[src/verilog/fcsu_pkg.sv]
// Constants, command codes and carrier types of the flash host controller.
// Assumes a 16-bit parallel NOR flash with strobed async pins, run at 40 MHz.
//
// Function
// - Erase: 20 anywhere, D0 in sector.
// - Toggle read strobe between status polls.
// - Error bits sticky; only 50 clears them.
// - FF returns array read; issue it last.
// - Dual program E0, addresses differ in A0.
// - Lock sector B: C0, FFFD at 80.
// - Word program: 40 or 10, then data.
`default_nettype none

package fcsu_pkg;

	localparam logic [7:0] CMD_READ = 8'hFF;
	localparam logic [7:0] CMD_ERASE = 8'h20;
	localparam logic [7:0] CMD_CONFIRM = 8'hD0;
	localparam logic [7:0] CMD_PROGRAM = 8'h40;
	localparam logic [7:0] CMD_DUAL = 8'hE0;
	localparam logic [7:0] CMD_SUSPEND = 8'hB0;
	localparam logic [7:0] CMD_IDENT = 8'h90;
	localparam logic [7:0] CMD_LOCK = 8'h60;
	localparam logic [7:0] CMD_SOFTLOCK = 8'h01;
	localparam logic [7:0] CMD_HARDLOCK = 8'h2F;
	localparam logic [7:0] CMD_STATUS = 8'h70;
	localparam logic [7:0] CMD_CLEAR = 8'h50;
	localparam logic [7:0] CMD_PROT = 8'hC0;
	localparam logic [7:0] CMD_QUERY = 8'h98;
	localparam logic [15:0] PROT_LOCK_DATA = 16'hFFFD;
	localparam logic [19:0] PROT_LOCK_ADDR = 20'h00080;
	localparam logic [19:0] PROT_LO = 20'h00081;
	localparam logic [19:0] PROT_HI = 20'h00088;

	// Status bit positions
	localparam int SB_READY = 7;
	localparam int SB_ERASE_ERR = 5;
	localparam int SB_PROG_ERR = 4;
	localparam int SB_SUPPLY_ERR = 3;
	localparam int SB_LOCK_ABORT = 1;

	// Bus timing: setup/pulse/recovery
	localparam int CLK_PERIOD_NS = 25;
	localparam int T_SETUP_NS = 20;
	localparam int T_PULSE_NS = 70;
	localparam int T_RECOVER_NS = 25;
	localparam logic [3:0] SETUP_CYC =
		4'((T_SETUP_NS + CLK_PERIOD_NS - 1) / CLK_PERIOD_NS);
	localparam logic [3:0] PULSE_CYC =
		4'((T_PULSE_NS + CLK_PERIOD_NS - 1) / CLK_PERIOD_NS);
	localparam logic [3:0] RECOVER_CYC =
		4'((T_RECOVER_NS + CLK_PERIOD_NS - 1) / CLK_PERIOD_NS);

	typedef enum logic [4:0] {
		OP_WRITE = 5'h00,
		OP_READ = 5'h01,
		OP_ERASE = 5'h02,
		OP_PROGRAM = 5'h03,
		OP_DUAL = 5'h04,
		OP_PROT = 5'h05,
		OP_PROT_LOCK = 5'h06,
		OP_LOCK = 5'h07,
		OP_STATUS = 5'h08,
		OP_CLEAR = 5'h09,
		OP_ARRAY = 5'h0A,
		OP_IDREAD = 5'h0B,
		OP_B_STATE = 5'h0C
	} fcsu_op_t;

	typedef struct packed {
		fcsu_op_t op;
		logic [19:0] addr;
		logic [15:0] data;
		logic [15:0] data2;
		logic [7:0] sub;
	} fcsu_req_t;

	typedef struct packed {
		logic [15:0] data;
		logic [7:0] status;
		logic refused;
		logic err;
	} fcsu_rsp_t;

	typedef struct packed {
		logic ce_n;
		logic oe_n;
		logic we_n;
		logic [19:0] addr;
		logic [15:0] dq_out;
		logic dq_oe;
	} fcsu_pins_t;

	typedef enum logic [6:0] {
		ST_IDLE = 7'b0000001,
		ST_SETUP = 7'b0000010,
		ST_PULSE = 7'b0000100,
		ST_RECOVER = 7'b0001000,
		ST_NEXT = 7'b0010000,
		ST_POLL = 7'b0100000,
		ST_DONE = 7'b1000000
	} fcsu_state_t;

endpackage : fcsu_pkg

`default_nettype wire

[src/verilog/fcsu_host.sv]
// Host controller that runs command sequences on a parallel NOR flash.
// Assumes pins are synchronous to CORE_CLK and the bench resolves DQ.
`default_nettype none

module fcsu_host (
	// Clock and reset
	input wire logic CORE_CLK,
	input wire logic RESET_N,
	// User order port
	input wire logic REQ_VALID,
	input wire fcsu_pkg::fcsu_req_t REQ,
	output logic REQ_READY,
	output logic RSP_VALID,
	output fcsu_pkg::fcsu_rsp_t RSP,
	// Flash pins
	output fcsu_pkg::fcsu_pins_t PINS,
	input wire logic [15:0] DQ_IN
);
	import fcsu_pkg::*;

	////////////////////////////////////////////////////////////////////////
	// Sequencer state

	fcsu_state_t state_q, state_d;
	fcsu_req_t req_q, req_d;
	fcsu_pins_t pins_q, pins_d;
	fcsu_rsp_t rsp_q, rsp_d;
	logic [3:0] cnt_q, cnt_d;
	logic [1:0] step_q, step_d;
	logic [7:0] sticky_q, sticky_d;
	logic rsp_v_q, rsp_v_d;
	logic ready_q;
	logic is_read;
	logic [1:0] last_step;
	logic [15:0] cyc_data;
	logic [19:0] cyc_addr;
	logic polls;
	logic refuse;
	logic [19:0] pr_pair;

	always_comb begin
		pr_pair = req_q.addr ^ 20'h00001;
		// Cycle count, address, data per step of each order
		last_step = 2'd0;
		is_read = 1'b0;
		polls = 1'b0;
		cyc_addr = 20'h00000;
		cyc_data = 16'h0000;
		case (req_q.op)
			OP_WRITE: begin
				cyc_addr = req_q.addr;
				cyc_data = req_q.data;
			end
			OP_READ: begin
				is_read = 1'b1;
				cyc_addr = req_q.addr;
			end
			OP_ERASE: begin
				last_step = 2'd1;
				polls = 1'b1;
				cyc_data = (step_q == 2'd0) ? {8'h00, CMD_ERASE} :
					{8'h00, CMD_CONFIRM};
				cyc_addr = (step_q == 2'd0) ? 20'h00000 : req_q.addr;
			end
			OP_PROGRAM, OP_PROT: begin
				last_step = 2'd1;
				polls = 1'b1;
				cyc_data = (step_q != 2'd0) ? req_q.data :
					{8'h00, (req_q.op == OP_PROT) ? CMD_PROT :
					CMD_PROGRAM};
				cyc_addr = (step_q == 2'd0) ? 20'h00000 : req_q.addr;
			end
			OP_DUAL: begin
				last_step = 2'd2;
				polls = 1'b1;
				cyc_data = (step_q == 2'd0) ? {8'h00, CMD_DUAL} :
					(step_q == 2'd1) ? req_q.data : req_q.data2;
				// Second word differs only in A0
				cyc_addr = (step_q == 2'd0) ? 20'h00000 :
					(step_q == 2'd1) ? req_q.addr : pr_pair;
			end
			OP_PROT_LOCK: begin
				last_step = 2'd1;
				polls = 1'b1;
				cyc_data = (step_q == 2'd0) ? {8'h00, CMD_PROT} :
					PROT_LOCK_DATA;
				cyc_addr = (step_q == 2'd0) ? 20'h00000 : PROT_LOCK_ADDR;
			end
			OP_LOCK: begin
				last_step = 2'd1;
				cyc_data = (step_q == 2'd0) ? {8'h00, CMD_LOCK} :
					{8'h00, req_q.sub};
				cyc_addr = (step_q == 2'd0) ? 20'h00000 : req_q.addr;
			end
			OP_STATUS: begin
				cyc_data = {8'h00, CMD_STATUS};
				last_step = 2'd1;
				is_read = (step_q == 2'd1);
			end
			OP_CLEAR: cyc_data = {8'h00, CMD_CLEAR};
			OP_ARRAY: cyc_data = {8'h00, CMD_READ};
			OP_IDREAD, OP_B_STATE: begin
				last_step = 2'd1;
				cyc_data = {8'h00, CMD_IDENT};
				is_read = (step_q == 2'd1);
				// Upper address bits stay zero for ID space
				cyc_addr = (step_q == 2'd0) ? 20'h00000 :
					(req_q.op == OP_B_STATE) ? PROT_LOCK_ADDR :
					{12'h000, req_q.addr[7:0]};
			end
			default: ;
		endcase
	end

	// Refuse orders the device would reject while errors stand
	always_comb begin
		refuse = 1'b0;
		case (REQ.op)
			OP_PROGRAM, OP_DUAL, OP_PROT, OP_PROT_LOCK:
				refuse = sticky_q[SB_SUPPLY_ERR];
			OP_ERASE:
				refuse = sticky_q[SB_SUPPLY_ERR] ||
					sticky_q[SB_LOCK_ABORT];
			default: refuse = 1'b0;
		endcase
		if (REQ.op == OP_PROT && (REQ.addr < PROT_LO ||
			REQ.addr > PROT_HI))
			refuse = 1'b1;
	end

	////////////////////////////////////////////////////////////////////////
	// Next-state logic

	always_comb begin
		state_d = state_q;
		req_d = req_q;
		pins_d = pins_q;
		rsp_d = rsp_q;
		cnt_d = cnt_q;
		step_d = step_q;
		sticky_d = sticky_q;
		rsp_v_d = 1'b0;
		case (state_q)
			ST_IDLE: begin
				// An order is only taken while ready is shown
				if (REQ_VALID && ready_q) begin
					rsp_d = '0;
					if (refuse) begin
						rsp_d.refused = 1'b1;
						rsp_d.status = sticky_q;
						rsp_v_d = 1'b1;
					end else begin
						req_d = REQ;
						step_d = 2'd0;
						cnt_d = SETUP_CYC;
						state_d = ST_SETUP;
					end
				end
			end
			ST_SETUP: begin
				// Only the low byte carries the command
				pins_d.addr = cyc_addr;
				pins_d.dq_out = cyc_data;
				pins_d.dq_oe = !is_read;
				pins_d.ce_n = 1'b0;
				// Address and data stand a full count before the strobe
				if (cnt_q == 4'd0) begin
					cnt_d = PULSE_CYC;
					pins_d.oe_n = !is_read;
					pins_d.we_n = is_read;
					state_d = ST_PULSE;
				end else begin
					cnt_d = cnt_q - 4'd1;
				end
			end
			ST_PULSE: begin
				if (cnt_q <= 4'd1) begin
					if (is_read)
						rsp_d.data = DQ_IN;
					pins_d = pins_q;
					pins_d.ce_n = 1'b1;
					pins_d.oe_n = 1'b1;
					pins_d.we_n = 1'b1;
					pins_d.dq_oe = 1'b0;
					cnt_d = RECOVER_CYC;
					state_d = ST_RECOVER;
				end else begin
					cnt_d = cnt_q - 4'd1;
				end
			end
			ST_RECOVER: begin
				if (cnt_q <= 4'd1)
					state_d = ST_NEXT;
				else
					cnt_d = cnt_q - 4'd1;
			end
			ST_NEXT: begin
				cnt_d = SETUP_CYC;
				if (step_q != last_step) begin
					step_d = step_q + 2'd1;
					state_d = ST_SETUP;
				end else if (req_q.op == OP_STATUS || polls) begin
					state_d = ST_POLL;
				end else begin
					state_d = ST_DONE;
				end
			end
			ST_POLL: begin
				// Status reads until the machine reports ready
				if (req_q.op != OP_STATUS && !rsp_q.data[SB_READY]) begin
					req_d.op = OP_STATUS;
					step_d = 2'd1;
					state_d = ST_SETUP;
				end else begin
					state_d = ST_DONE;
				end
				if (req_q.op == OP_STATUS && polls == 1'b0 &&
					!rsp_q.data[SB_READY]) begin
					step_d = 2'd1;
					state_d = ST_SETUP;
				end
			end
			ST_DONE: begin
				if (req_q.op == OP_CLEAR)
					sticky_d = 8'h00;
				else if (req_q.op == OP_STATUS)
					sticky_d = rsp_q.data[7:0] & 8'h3A;
				rsp_d.status = (req_q.op == OP_CLEAR) ? 8'h00 :
					sticky_d;
				// Decode error kinds from bits 5,4,3,1
				rsp_d.err = sticky_d[SB_PROG_ERR] ||
					sticky_d[SB_ERASE_ERR] || sticky_d[SB_SUPPLY_ERR] ||
					sticky_d[SB_LOCK_ABORT];
				if (req_q.op == OP_B_STATE)
					rsp_d.data = {15'h0000, rsp_q.data[1]};
				rsp_v_d = 1'b1;
				state_d = ST_IDLE;
			end
			default: state_d = ST_IDLE;
		endcase
	end

	////////////////////////////////////////////////////////////////////////
	// Registers

	always_ff @(posedge CORE_CLK or negedge RESET_N) begin
		if (!RESET_N) begin
			state_q <= ST_IDLE;
			req_q <= '0;
			pins_q <= '{ce_n: 1'b1, oe_n: 1'b1, we_n: 1'b1,
				addr: 20'h00000, dq_out: 16'h0000, dq_oe: 1'b0};
			rsp_q <= '0;
			cnt_q <= 4'h0;
			step_q <= 2'd0;
			sticky_q <= 8'h00;
			rsp_v_q <= 1'b0;
		end else begin
			state_q <= state_d;
			req_q <= req_d;
			pins_q <= pins_d;
			rsp_q <= rsp_d;
			cnt_q <= cnt_d;
			step_q <= step_d;
			sticky_q <= sticky_d;
			rsp_v_q <= rsp_v_d;
		end
	end

	always_ff @(posedge CORE_CLK or negedge RESET_N) begin
		if (!RESET_N)
			ready_q <= 1'b0;
		else
			ready_q <= (state_d == ST_IDLE) && !rsp_v_d;
	end

	assign REQ_READY = ready_q;
	assign RSP_VALID = rsp_v_q;
	assign RSP = rsp_q;
	assign PINS = pins_q;

endmodule : fcsu_host

`default_nettype wire

[config.mk]
export PLATFORM = sky130hd
export DESIGN_NAME = fcsu_host
export DESIGN_NICKNAME = d
export VERILOG_FILES = /design/src/verilog/fcsu_pkg.sv /design/src/verilog/fcsu_host.sv
export SDC_FILE = /design/constraint.sdc
export NUM_CORES = 1
export LEC_CHECK = 0
export BUFFER_PORTS_ARGS = -buffer_cell sky130_fd_sc_hd__buf_2
export CORE_MARGIN = 2
export CORE_UTILIZATION = 57
export CTS_BUF_LIST = sky130_fd_sc_hd__clkbuf_4 sky130_fd_sc_hd__clkbuf_8
export DETAILED_ROUTE_END_ITERATION = 10
export PLACE_DENSITY_LB_ADDON = 0.08
export SYNTH_ARGS = -nofsm -noshare
export SYNTH_HDL_FRONTEND = slang
export SYNTH_SLANG_ARGS = --single-unit
[constraint.sdc]
create_clock -name CORE_CLK -period 2.9 [get_ports CORE_CLK]
set_input_delay 0.29 -clock CORE_CLK [delete_from_list [all_inputs] [get_ports CORE_CLK]]
set_output_delay 0.29 -clock CORE_CLK [all_outputs]
set_load 0.01 [all_outputs]
==> results.txt, run 1 <==
- Run status: finished, final reports clean
- Mapped Area: around 7500 sq um
* Weighted congestion at the end of routability-driven global placement: between 0.8 and 0.9
* Sum Neg Setup Slack: 0 ns
- Class of the tightest hold or removal check: in -> reg
- Cell count of the worst reg-to-reg path: 6
* Remaining global-route overflow: 0
- In the global route stage, overall resource usage came out at 0.266.
- The number of antenna diodes in the final layout is 0.
- The total count of hold-check failures in the final report was 0.
* Top area cells in the synthesized netlist: sky130_fd_sc_hd__dfrtp_1, sky130_fd_sc_hd__mux2_4, sky130_fd_sc_hd__nand2_1
- Number of nets produced by synthesis: ~770
- Cell type of the slowest stage on the worst timing path: sky130_fd_sc_hd__nor4_1
- Row generation in the floorplan step produced between 40 and 50 rows.
- Dividing total power by cell area gives a power density of roughly 970 nW/um^2.
* Least setup slack across all paths after layout: 0.292 ns
* Seq pwr share: 0.400
- Once the clock tree was built, the setup fixing pass inserted 0 buffers.
- Of the total power, the share spent switching nets is 0.347.
- 152 I/O pins were placed.
- From synthesis to final layout, the design area changed by 19.4%.
- Counting instances, the worst hold path has a depth of 2.
- Critical Path End Type: flip-flop
* Drt initial violations: roughly 450
- Top flip-flop cell by instance count after synthesis: sky130_fd_sc_hd__dfrtp_1
- CP required: 3.29 ns
- Finish-stage setup viols: 0
- Worst-case register-to-register setup slack: between 0.2 and 0.3 ns
- The finished cells cover around 8900 sq um.
- After detailed routing, the average wire length per cell comes to between 15 and 20 um.
- The final layout contains between 900 and 1000 nets.
* Sequential share of the synthesized area: 0.517
- The share of total power dissipated in the clock network is 0.220.
* Via total after detailed routing: about 5900
- Summed over all layers, the routed wires come to ~18000 um.
- Along the worst path, the maximum fanout reaches 15.
* Number of H-tree levels: 4
- The floorplan step defined a die boundary enclosing roughly 14000 sq um.
* Leading cell types by count after synthesis: sky130_fd_sc_hd__dfrtp_1, sky130_fd_sc_hd__nand2_1, sky130_fd_sc_hd__mux2_4, sky130_fd_sc_hd__o21ai_0, sky130_fd_sc_hd__a21oi_1
* Cell-by-cell trace of the critical path: buf_4 -> nand2b_1 -> nor4_1 -> a222oi_1 -> o21a_1 -> o21ai_0
* Core Area: 12700 sq um
- On the worst path, the slowest cell contributes a delay of about 0.96 ns.
- Leakage: about 4.4 nW
- Of the post-synthesis cell area, the dominant cell type holds 0.503.
- The Yosys step of the flow raised 0 warnings.
- Number of buffers on the longest clock path: 2
- Number of CTS-inserted buffers: 17
- Net load switching power: between 3 and 4 mW
- Dividing the final minimum period by the clock period gives 0.899.
* Clock slew at the register clock pins of the worst setup and hold paths: around 0.080 ns
- Summed over all nets, the half-perimeter wirelength after detailed placement is between 10000 and 15000 um.
* Pre-Repair DR Iteration Count: 5
- Number of I/O port buffers: about 150
* Horizontal extent of the die: ~120 um
* Die H: approximately 120 um
- Synthesized area per cell: between 10 and 15 sq um
* Pin slew with the least headroom to its limit: ~1.1 ns
- Proportion of power drawn by combinational gates: 0.380
- Starting utilization of the core area: 0.587
- Layout cells sized above 1: 0.332
- The largest total area in the synthesized netlist belongs to sky130_fd_sc_hd__dfrtp_1.
* Antenna violations before repair: 0
* Mapped Cells: roughly 680
* Avg Vias per Cell: 5.82
* Dominant cell by count in the synthesized netlist: sky130_fd_sc_hd__dfrtp_1
- CTS Root Cell: sky130_fd_sc_hd__clkbuf_8
- Clk_lat worst skew: 0.48 ns
- VDD sags by at most between 0.0005 and 0.0006 V.
- Wire length of the first global-routing pass: roughly 30000 um
- Ys async rst share: 1.00
- At the end of the flow the core is filled with cells to 0.701.
- In this run the critical register-to-register path is captured at PINS[8].
* RSZ-0062 raised after global routing: false
* Number of synthesized register bits: 154
* Number of remaining DRC errors: 0
- Entering global routing, the biggest net connects 80 pins.
* Synth unique cells: between 60 and 70
- The worst hold path terminates at req_q[37].
- Critical path arrival: about 3.0 ns
- Final hold analysis gives a worst-case slack of between 0.04 and 0.05 ns.
- Classification of the worst setup path: reg -> reg
- The clock arrives with 0.00885 ns of skew.
- Placed Area: roughly 8400 sq um
- CTS tree: done
- Setup slack at placement: 0.325 ns
- Cell internal power was estimated by the tool at approximately 5.7 mW.
* Max-slew violation count: 0
* Final critical delay including setup and external delays: 2.61 ns
- Highest Clock Rate: around 380 MHz
- The worst pin sits at a relative slew slack of 0.254.
- The worst hold path begins at REQ[37].
- Number of nets with antenna violations after detailed routing: 0
- Post-synth EDFFs: 0
* Vias in the first global route: 5942
- The worst setup path is launched from a flip-flop.
* Clock sinks: around 150
- Reg-to-reg critical path startpoint: req_q[63]
- Across the run, the number of max-cap violations was 0.
## placed cells by master, fill, tap and decap left out, types with 3 or more instances in the layout
cell,n
sky130_fd_sc_hd__a22oi_1,8
sky130_fd_sc_hd__bufinv_16,5
sky130_fd_sc_hd__buf_2,150
sky130_fd_sc_hd__and2_1,6
sky130_fd_sc_hd__nand3b_1,4
sky130_fd_sc_hd__a22o_1,23
sky130_fd_sc_hd__clkinvlp_4,3
sky130_fd_sc_hd__a221o_1,7
sky130_fd_sc_hd__and3_1,6
sky130_fd_sc_hd__a21o_1,6
sky130_fd_sc_hd__or3_1,4
sky130_fd_sc_hd__a31oi_1,4
sky130_fd_sc_hd__nand2b_1,20
sky130_fd_sc_hd__nor4_1,5
sky130_fd_sc_hd__o31ai_1,8
sky130_fd_sc_hd__a21oi_1,27
sky130_fd_sc_hd__clkbuf_8,19
sky130_fd_sc_hd__nor2b_1,7
sky130_fd_sc_hd__dfstp_2,4
sky130_fd_sc_hd__o21bai_1,3
sky130_fd_sc_hd__dfrtp_1,150
sky130_fd_sc_hd__nand4_1,5
sky130_fd_sc_hd__o22ai_1,4
sky130_fd_sc_hd__o21a_1,6
sky130_fd_sc_hd__mux2_2,3
sky130_fd_sc_hd__mux2_4,57
sky130_fd_sc_hd__nor3_1,14
sky130_fd_sc_hd__nand2_1,77
sky130_fd_sc_hd__a221oi_1,5
sky130_fd_sc_hd__a211oi_1,5
sky130_fd_sc_hd__buf_4,19
sky130_fd_sc_hd__inv_1,18
sky130_fd_sc_hd__nor2_1,26
sky130_fd_sc_hd__ha_1,5
sky130_fd_sc_hd__nand3_1,18
sky130_fd_sc_hd__clkinv_4,4
sky130_fd_sc_hd__nor3b_1,3
sky130_fd_sc_hd__o21ai_0,57
## stage by stage
step	power, mW	cells
2_1_floorplan	5.81	677
3_3_place_gp	6.63	980
4_1_cts	8.70	1013
5_1_grt	9.20	1013
6_report	8.68	1013
3_5_place_dp	6.77	980
## power groups by stage
stage | registers (mW) | clock network, mW | logic (mW)
2_1_floorplan | 3.37 | 0 | 2.45
3_3_place_gp | 3.46 | 0 | 3.17
4_1_cts | 3.46 | 1.94 | 3.30
3_5_place_dp | 3.49 | 0 | 3.28
5_1_grt | 3.58 | 2.04 | 3.59
6_report | 3.48 | 1.91 | 3.29
## layout make-up
cell class	count	area (sq um)
clock buffer	19	262
clock inverter	13	216
fill	1017	3810
inverter	18	67.6
multi-input combinational	464	3340
sequential	154	3860
tap	172	215
timing repair buffer	173	955
## layer usage
layer	up-vias	global-route usage	wire, um
met5	-	0	0
met4	0	0.100	341
met3	25	0.0555	890
met2	157	0.435	8800
met1	2942	0.349	7830
li1	2772	-	-
## worst max-delay path by stage
stage                          start  slack [ns]  depth (start not counted)           to
after detailed placement   req_q[63]        0.33                          5      PINS[5]
after floorplan           state_q[2]        0.56                          8  pr_pair[10]
after global routing       req_q[62]        0.09                          5      PINS[4]
final                      req_q[63]        0.29                          6      PINS[8]
after global placement     req_q[63]        0.43                          6      PINS[1]
after CTS                  req_q[63]        0.29                          6      PINS[1]
## flip-flops by register name (all words and copies together), names as in the netlist
register   flops
REQ_READY      1
req_q         46
RSP_VALID      1
sticky_q       8
step_q         2
cnt_q          4
RSP           26
state_q        7
pr_pair       19
PINS          40
## timing repair
item | CTS | global route
hold buffers | 1 | 0
endpoints found under the hold margin | 35 | 0
gates resized for setup | 0 | 0
## worst max-delay path, delay by kind of cell (launching register included)
family	cells	cell delay (ns)
AND/OR/NAND/NOR	2	1.21
flip-flops	1	0.54
buffers and inverters	1	0.26
AO/OA/AOI/OAI	3	0.51
## kinds of logic after synthesis
| family | synth area share |
|---|---|
| AO/OA/AOI/OAI | 0.163 |
| buffers and inverters | 0.0377 |
| XOR/XNOR | 0.00469 |
| adder cells (fa/ha/maj) | 0.00838 |
| AND/OR/NAND/NOR | 0.148 |
| flip-flops | 0.517 |
| multiplexers | 0.122 |
(Power assumes the default switching activity.)
==> run 2: changes to the inputs <==
- CORE_ASPECT_RATIO: unset -> 0.8
- CORE_UTILIZATION: 57 -> 61
- clock period: 2.9 -> 3.2 ns (I/O delays scaled with it)
==> results.txt, run 2 (synthesis results as in run 1) <==
- The post-route clock skew is 0.0144 ns (was 0.00885 ns).
- The total of buffers placed on input and output ports came to 151 (unchanged).
- The worst vdd rail ir drop came to 0.000500 V (was 0.000577 V).
- Avg Vias per Cell: 5.92 (was 5.82)
- Number of buffers on the longest clock path: 2 (unchanged)
- Vias in the first global route: 5701 (was 5942)
- Diode count: 0 (unchanged)
- The count of cells along the worst hold path came to 2 (unchanged).
- The combinational share of power is 0.393 (was 0.380).
- Core Area: 12100 sq um (was 12700 sq um)
- Number of remaining DRC errors: 0 (unchanged)
- The relative slew slack came to 0.151 (was 0.254).
- The boundary pin count was 152 (unchanged).
- The total number of placement rows is 36 (was 41).
- Pin slew with the least headroom to its limit: 1.26 ns (was 1.11 ns)
- Layout-stage area growth over the synthesis result: 18.4% (was 19.4%)
- The flip-flop count of the largest register after layout is 46 (unchanged).
- The kind of path behind the tightest hold check is in -> reg (unchanged).
* Clock slew at the register clock pins of the worst setup and hold paths: 0.08 ns (about the same)
* WL final: 17800 um (was 17900 um)
* Critical Path End Type: flip-flop (unchanged)
* Tot GR Track Use: 0.284 (was 0.266)
- Number of CTS-inserted buffers: 17 (unchanged)
* Cell-internal power: 5.03 mW (was 5.67 mW)
- Classification of the worst setup path: reg -> reg (unchanged)
- Clock sinks: 154 (unchanged)
- The maximum fanout count along the critical path came to 10 (was 15).
- RSZ-0062 raised after global routing: false (unchanged).
- Cell-by-cell trace of the critical path: nor4_1 -> and3_1 -> nand3_1 -> nor4_4 -> a22oi_1 -> o21ai_0 (was buf_4 -> nand2b_1 -> nor4_1 -> a222oi_1 -> o21a_1 -> o21ai_0).
- Filler instances: 905 (was 1017)
- The final-report max-slew violation count is 0 (unchanged).
- CP required: 3.57 ns (was 3.29 ns)
- Reg-to-reg critical path startpoint: state_q[2] (was req_q[63])
- The power density relative to cell area was 876 nW/um^2 (was 973 nW/um^2).
* Max-capacitance violation count: 0 (unchanged)
- Cell count of the worst reg-to-reg path: 6 (unchanged)
- Horizontal extent of the die: 128 um (was 118 um)
* Die ar.: 13100 sq um (was 14000 sq um)
* Pre-Repair DR Iteration Count: 5 (unchanged)
- Worst-case register-to-register setup slack: 0.44 ns (was 0.29 ns)
- The sequential fraction of design power is 0.398 (was 0.400).
* Final critical delay including setup and external delays: 2.76 ns (was 2.61 ns)
* Run status: finished, final reports clean (unchanged)
- Sum Neg Setup Slack: 0 ns (unchanged)
- Largest net degree at the start of global routing: 86 (was 80)
- The effective utilization at floorplan was 0.618 (was 0.587).
* Antenna violations before repair: 0 (unchanged)
- Via total after detailed routing: 5877 (was 5896)
- The power after layout is 7.74 mW (was 8.68 mW).
- The highest attainable clock frequency was 362 MHz (was 383 MHz).
- Number of nets with antenna violations after detailed routing: 0 (unchanged)
- The static power due to leakage is 4.41 nW (was 4.43 nW).
- Net switching share of the total power: 0.350 (was 0.347)
* Post-DP HPWL: 12400 um (was 12500 um)
- Hold-fix buffer count after cts: 1 (unchanged)
* Critical path startpoint category: flip-flop (unchanged)
- The global placement routability congestion was 0.890 (was 0.862).
- Most used cells in the layout excluding fill and tap cells: sky130_fd_sc_hd__dfrtp_1, sky130_fd_sc_hd__buf_2, sky130_fd_sc_hd__nand2_1, sky130_fd_sc_hd__o21ai_0, sky130_fd_sc_hd__mux2_4 (unchanged).
- Wire length of the first global-routing pass: 28900 um (was 29600 um)
* Delay of the slowest cell on the worst path: 0.79 ns (was 0.96 ns)
- The post-cts gate resize count is 0 (unchanged).
- Net load switching power: 2.71 mW (was 3.01 mW)
- Critical path arrival: 3.13 ns (was 3.00 ns)
- Clock network fraction of design power: 0.209 (was 0.220)
- Die H: 103 um (was 118 um)
* CTS Root Cell: sky130_fd_sc_hd__clkbuf_8 (unchanged)
* End of the worst register-to-register path: PINS[9] (was PINS[8])
- Register with the most flip-flops: req_q (unchanged)
- Number of H-tree levels: 4 (unchanged)
- The first element of the critical path is state_q[2] (was req_q[63]).
- The post-CTS repair timing setup buffer count came to 0 (unchanged).
* Clk_lat worst skew: 0.45 ns (was 0.48 ns)
- Finish-stage setup viols: 0 (unchanged)
* CTS tree: done (unchanged)
* Final clock period utilization by the worst path: 0.863 (was 0.899)
* Remaining global-route overflow: 0 (unchanged)
- Cell type of the slowest stage on the worst timing path: sky130_fd_sc_hd__nor4_1 (unchanged)
- Net count, final: 917 (unchanged)
* Drt wl/cell: 17.9 um (was 17.6 um)
* Number of hold-slack violations in the final timing report: 0 (unchanged)
- The destination of the critical timing path is PINS[9] (was PINS[8]).
- Layout cells sized above 1: 0.332 (unchanged)
- The number of design-rule violations left by the first detailed-router iteration was 402 (was 454).
==> run 2: stage by stage <==
step / area (sq um) / worst slack, ns / utilization / hold slack [ns] / instances
2_1_floorplan: 7460 / 0.857 / - / 0.0244 / 677
3_3_place_gp: 8390 / 0.525 / 0.695 / 0.425 / 960
3_5_place_dp: 8390 / 0.455 / 0.695 / 0.437 / 960
4_1_cts: 8840 / 0.459 / 0.732 / 0.0667 / 993
5_1_grt: 8840 / 0.0837 / 0.732 / 0.0604 / 993
6_report: 8840 / 0.439 / 0.732 / 0.0930 / 993
==> run 2: per-layer routing <==
metal,track usage,part of all wire,vias up
met1,0.399,0.46,2892
li1,-,-,2758
met5,0,0,-
met3,0.0773,0.062,21
met2,0.440,0.46,206
met4,0.0837,0.014,0
==> run 2: cell type report <==
class,instances,area (sq um),area share
clock buffer,23,304,0.0344
sequential,154,3860,0.437
timing repair buffer,173,942,0.107
clock inverter,9,135,0.0153
multi-input combinational,464,3340,0.378
inverter,18,67.6,0.00764
tap,152,190,0.0215
==> run 2: power groups by stage <==
stage | registers [mW] | clock network (mW) | logic [mW]
after detailed placement | 3.10 | 0 | 3.03
after CTS | 3.07 | 1.64 | 3.05
after global routing | 3.17 | 1.73 | 3.35
after global placement | 3.06 | 0 | 2.93
final | 3.08 | 1.62 | 3.04
after floorplan | 3.05 | 0 | 2.22
==> run 2: critical path, delay by kind of cell, from the launching register on <==
kind / cells / cell delay (ns)
simple gates: 4 / 1.91
flops: 1 / 0.47
compound gates: 2 / 0.29
==> run 2: how the worst min path moves through the flow <==
| stage | from | end | slack (ns) |
|---|---|---|---|
| 2_1_floorplan | RESET_N | PINS[0] | 0.02 |
| 3_3_place_gp | RESET_N | cnt_q[2] | 0.43 |
| 3_5_place_dp | RESET_N | cnt_q[0] | 0.44 |
| 4_1_cts | REQ[4] | req_q[4] | 0.07 |
| 5_1_grt | REQ[16] | req_q[16] | 0.06 |
| 6_report | REQ[16] | req_q[16] | 0.09 |
==> run 3: changes to the inputs <==
- CELL_PAD_IN_SITES_DETAIL_PLACEMENT: unset -> 1
- CELL_PAD_IN_SITES_GLOBAL_PLACEMENT: unset -> 1
- CORE_UTILIZATION: 61 -> 48
- GPL_TIMING_DRIVEN: unset -> 0
==> results.txt, run 3 (synthesis results as in run 1) <==
* Placed insts: 1039 (was 960)
- The buffer cell driving the clock tree root is sky130_fd_sc_hd__clkbuf_8 (unchanged).
- Layout cells sized above 1: 0.310 (was 0.332)
- The worst-case clock buffer depth is 2 (unchanged).
- The power density relative to cell area is 875 nW/um^2 (was 876 nW/um^2).
- Core Area: 15100 sq um (was 12100 sq um)
- Cell-internal power: 4.91 mW (was 5.03 mW)
* Post-CTS Resized: 0 (unchanged)
* Cell-by-cell trace of the critical path: buf_6 -> nor4_1 -> nand3_1 -> a311o_1 -> nor2_1 -> buf_2 -> a22o_1 (was nor4_1 -> and3_1 -> nand3_1 -> nor4_4 -> a22oi_1 -> o21ai_0)
- The startpoint of the most critical hold path is REQ[36] (was REQ[16]).
- GR Util met3: 0.0657 (was 0.0773)
* Number of I/O port buffers: 151 (unchanged)
* Via total after detailed routing: 6045 (was 5877)
- The kind of critical path is reg -> reg (unchanged).
* Critical path fanouts, max: 10 (unchanged)
* Diode count: 0 (unchanged)
* Proportion of power drawn by combinational gates: 0.416 (was 0.393)
* Drt initial violations: 361 (was 402)
- The total count of hold-check failures in the final report is 0 (unchanged).
- Layout Cell Area excl Fill: 8930 sq um (was 8840 sq um)
- The via count of the first global-routing pass came to 6498 (was 5701).
- Layout-stage area growth over the synthesis result: 19.6% (was 18.4%)
* Die ar.: 16600 sq um (was 13100 sq um)
* Total Power Consumption: 7.81 mW (was 7.74 mW)
- The total wirelength of the detailed-routed design came to 21400 um (was 17800 um).
- RSZ-0062 raised after global routing: false (unchanged)
- Max transition margin: 0.192 (was 0.151)
- The startpoint of the worst register-to-register path is state_q[2] (unchanged).
* Avg Vias per Cell: 5.64 (was 5.92)
* Starting utilization of the core area: 0.494 (was 0.618)
- The horizontal die dimension was 143 um (was 128 um).
* Tot GR Track Use: 0.271 (was 0.284)
* Antenna violations before repair: 2 (was 0)
- Most used cells in the layout excluding fill and tap cells: sky130_fd_sc_hd__buf_2, sky130_fd_sc_hd__dfrtp_1, sky130_fd_sc_hd__nand2_1, sky130_fd_sc_hd__o21ai_0, sky130_fd_sc_hd__mux2_4 (was sky130_fd_sc_hd__dfrtp_1, sky130_fd_sc_hd__buf_2, sky130_fd_sc_hd__nand2_1, sky130_fd_sc_hd__o21ai_0, sky130_fd_sc_hd__mux2_4)
* GR Layer Usage met2: 0.411 (was 0.440)
- Worst-case register-to-register setup slack: 0.29 ns (was 0.44 ns)
* Std-Cell Rows: 40 (was 36)
* Critical path startpoint category: flip-flop (unchanged)
- The number of failing setup endpoints in the final timing report was 0 (unchanged).
* Flip-flop count of the largest register, all copies and words added: 46 (unchanged)
- Leakage: 4.40 nW (was 4.41 nW)
* Filler instances: 1733 (was 905)
- Sink of the worst hold path: req_q[36] (was req_q[16])
- The critical path data arrival time is 3.30 ns (was 3.13 ns).
- Wire length of the first global-routing pass: 34800 um (was 28900 um)
- Highest Clock Rate: 344 MHz (was 362 MHz)
* Remaining global-route overflow: 0 (unchanged)
* Clock network fraction of design power: 0.192 (was 0.209)
- The kind of path behind the tightest hold check was in -> reg (unchanged).
- The boundary pin count came to 152 (unchanged).
- The final clock period utilization by the worst path was 0.909 (was 0.863).
- Largest net degree at the start of global routing: 105 (was 86)
- Post-DP HPWL: 15400 um (was 12400 um)
* Max-capacitance violation count: 0 (unchanged)
- The layout net count was 939 (was 917).
- Number of buffers and inverters on the critical path: 2 (was 0)
- The worst vdd rail ir drop was 0.000408 V (was 0.000500 V).
* Net load switching power: 2.90 mW (was 2.71 mW)
- CTS tree: done (unchanged)
- Pre-Repair DR Iteration Count: 5 (unchanged)
- The register containing the most flip-flops in the final layout is req_q (unchanged).
- End of the worst register-to-register path: PINS[36] (was PINS[9])
* Pin slew with the least headroom to its limit: 1.20 ns (was 1.26 ns)
- Most used routing layer in global routing: met2 (unchanged)
* Number of remaining DRC errors: 0 (unchanged)
* Run status: finished, final reports clean (unchanged)
- Cell count of the worst reg-to-reg path: 7 (was 6)
- Number of nets with antenna violations after detailed routing: 0 (unchanged)
- The delay of the slowest cell on the worst path is 0.66 ns (was 0.79 ns).
* CP required: 3.60 ns (was 3.57 ns)
* Placed Area: 8520 sq um (was 8390 sq um)
- The clock period minus worst slack was 2.91 ns (was 2.76 ns).
- The cell family contributing the most delay on the critical path was simple AND/OR/NAND/NOR gates (unchanged).
* Net switching share of the total power: 0.371 (was 0.350)
* Met1 Track Usage GR: 0.386 (was 0.399)
* Max-slew violation count: 0 (unchanged)
- Final clock skew: 0.0141 ns (was 0.0144 ns)
* Die H: 116 um (was 103 um)
- Clock sinks: 154 (unchanged)
- The clock input transition at the sequential cells of the worst setup and hold paths was 0.09 ns (was 0.08 ns).
- The number of clock buffers inserted by TritonCTS is 17 (unchanged).
- The number of levels in the clock H-tree is 4 (unchanged).
* Drt wl/cell: 19.9 um (was 17.9 um)
- The capturing element type of the critical path is a flip-flop (unchanged).
* Share of the core filled with cells in the final layout: 0.591 (was 0.732)
- Weighted congestion at the end of routability-driven global placement: 0.873 (was 0.890)
* Seq pwr share: 0.392 (was 0.398)
- The number of standard cells in the layout, taps in and fillers out was 1072 (was 993).
* Clk_lat worst skew: 0.46 ns (was 0.45 ns)
* Min-Delay Path Depth: 2 (unchanged)
- Cell type of the slowest stage on the worst timing path: sky130_fd_sc_hd__nor4_1 (unchanged)
* Most frequent standard cell in the layout excluding fill and tap cells: sky130_fd_sc_hd__buf_2
[run 3: cell count changes in the layout (fill, tap and decap cells not counted), moves of 2 or more]
cell and delta:
sky130_fd_sc_hd__buf_6 +7, sky130_fd_sc_hd__clkinv_2 +2, sky130_fd_sc_hd__clkbuf_8 -2, sky130_fd_sc_hd__buf_2 +3, sky130_fd_sc_hd__buf_4 -18, sky130_fd_sc_hd__buf_1 +4
sky130_fd_sc_hd__clkbuf_1 +26
[run 3: timing repair]
action,in CTS,in global routing
hold buffers,1,0
endpoints found under the setup margin,0,10
endpoints found under the hold margin,49,0
setup buffers,0,1
[run 3: worst max-delay path by stage]
stage / slack, ns / depth (start not counted) / startpoint / end
finish: 0.29 / 7 / state_q[2] / PINS[36]
global route: 0.04 / 6 / state_q[4] / PINS[23]
CTS: 0.18 / 7 / state_q[2] / PINS[12]
detailed placement: 0.23 / 7 / state_q[4] / PINS[12]
global placement: -0.40 / 1 / RESET_N / PINS[21]
floorplan: 0.86 / 8 / state_q[2] / pr_pair[10]
[run 3: worst reg2reg max path, delay by kind of cell, from the launching register on]
family	cells	cell delay [ns]
simple gates	3	1.39
compound gates	2	0.64
buf+inv	2	0.43
flops	1	0.38
[run 3: cell type report]
| class | count | area, sq um | area share |
|---|---|---|---|
| Buffer | 41 | 214 | 0.0240 |
| Timing Repair Buffer | 154 | 807 | 0.0904 |
| Tap cell | 210 | 263 | 0.0294 |
| Clock buffer | 21 | 277 | 0.0310 |
| Multi-Input combinational cell | 464 | 3320 | 0.372 |
| Sequential cell | 154 | 3860 | 0.432 |
| Inverter | 18 | 67.6 | 0.00757 |
| Clock inverter | 10 | 116 | 0.0130 |
[run 3: power by group through the flow]
stage / Combinational (mW) / Sequential (mW) / Clock [mW]
floorplan: 2.22 / 3.05 / 0
global placement: 3.09 / 3.03 / 0
global route: 3.54 / 3.14 / 1.62
CTS: 3.25 / 3.06 / 1.53
finish: 3.25 / 3.07 / 1.50
detailed placement: 3.21 / 3.07 / 0
[run 3: metrics by stage]
step	TNS (ns)	hold slack [ns]	setup WS, ns
floorplan	0	0.0244	0.857
global placement	-57.83	0.434	-0.399
detailed placement	0	0.307	0.230
CTS	0	0.0593	0.177
global route	0	0.0516	0.0396
finish	0	0.0783	0.293
[run 3: layer usage]
| layer | wire (um) | share of wire | vias up |
|---|---|---|---|
| li1 | - | - | 2798 |
| met1 | 10100 | 0.47 | 3040 |
| met2 | 9720 | 0.46 | 176 |
| met3 | 1260 | 0.059 | 29 |
| met4 | 306 | 0.014 | 2 |
| met5 | 11 | 0.00052 | - |
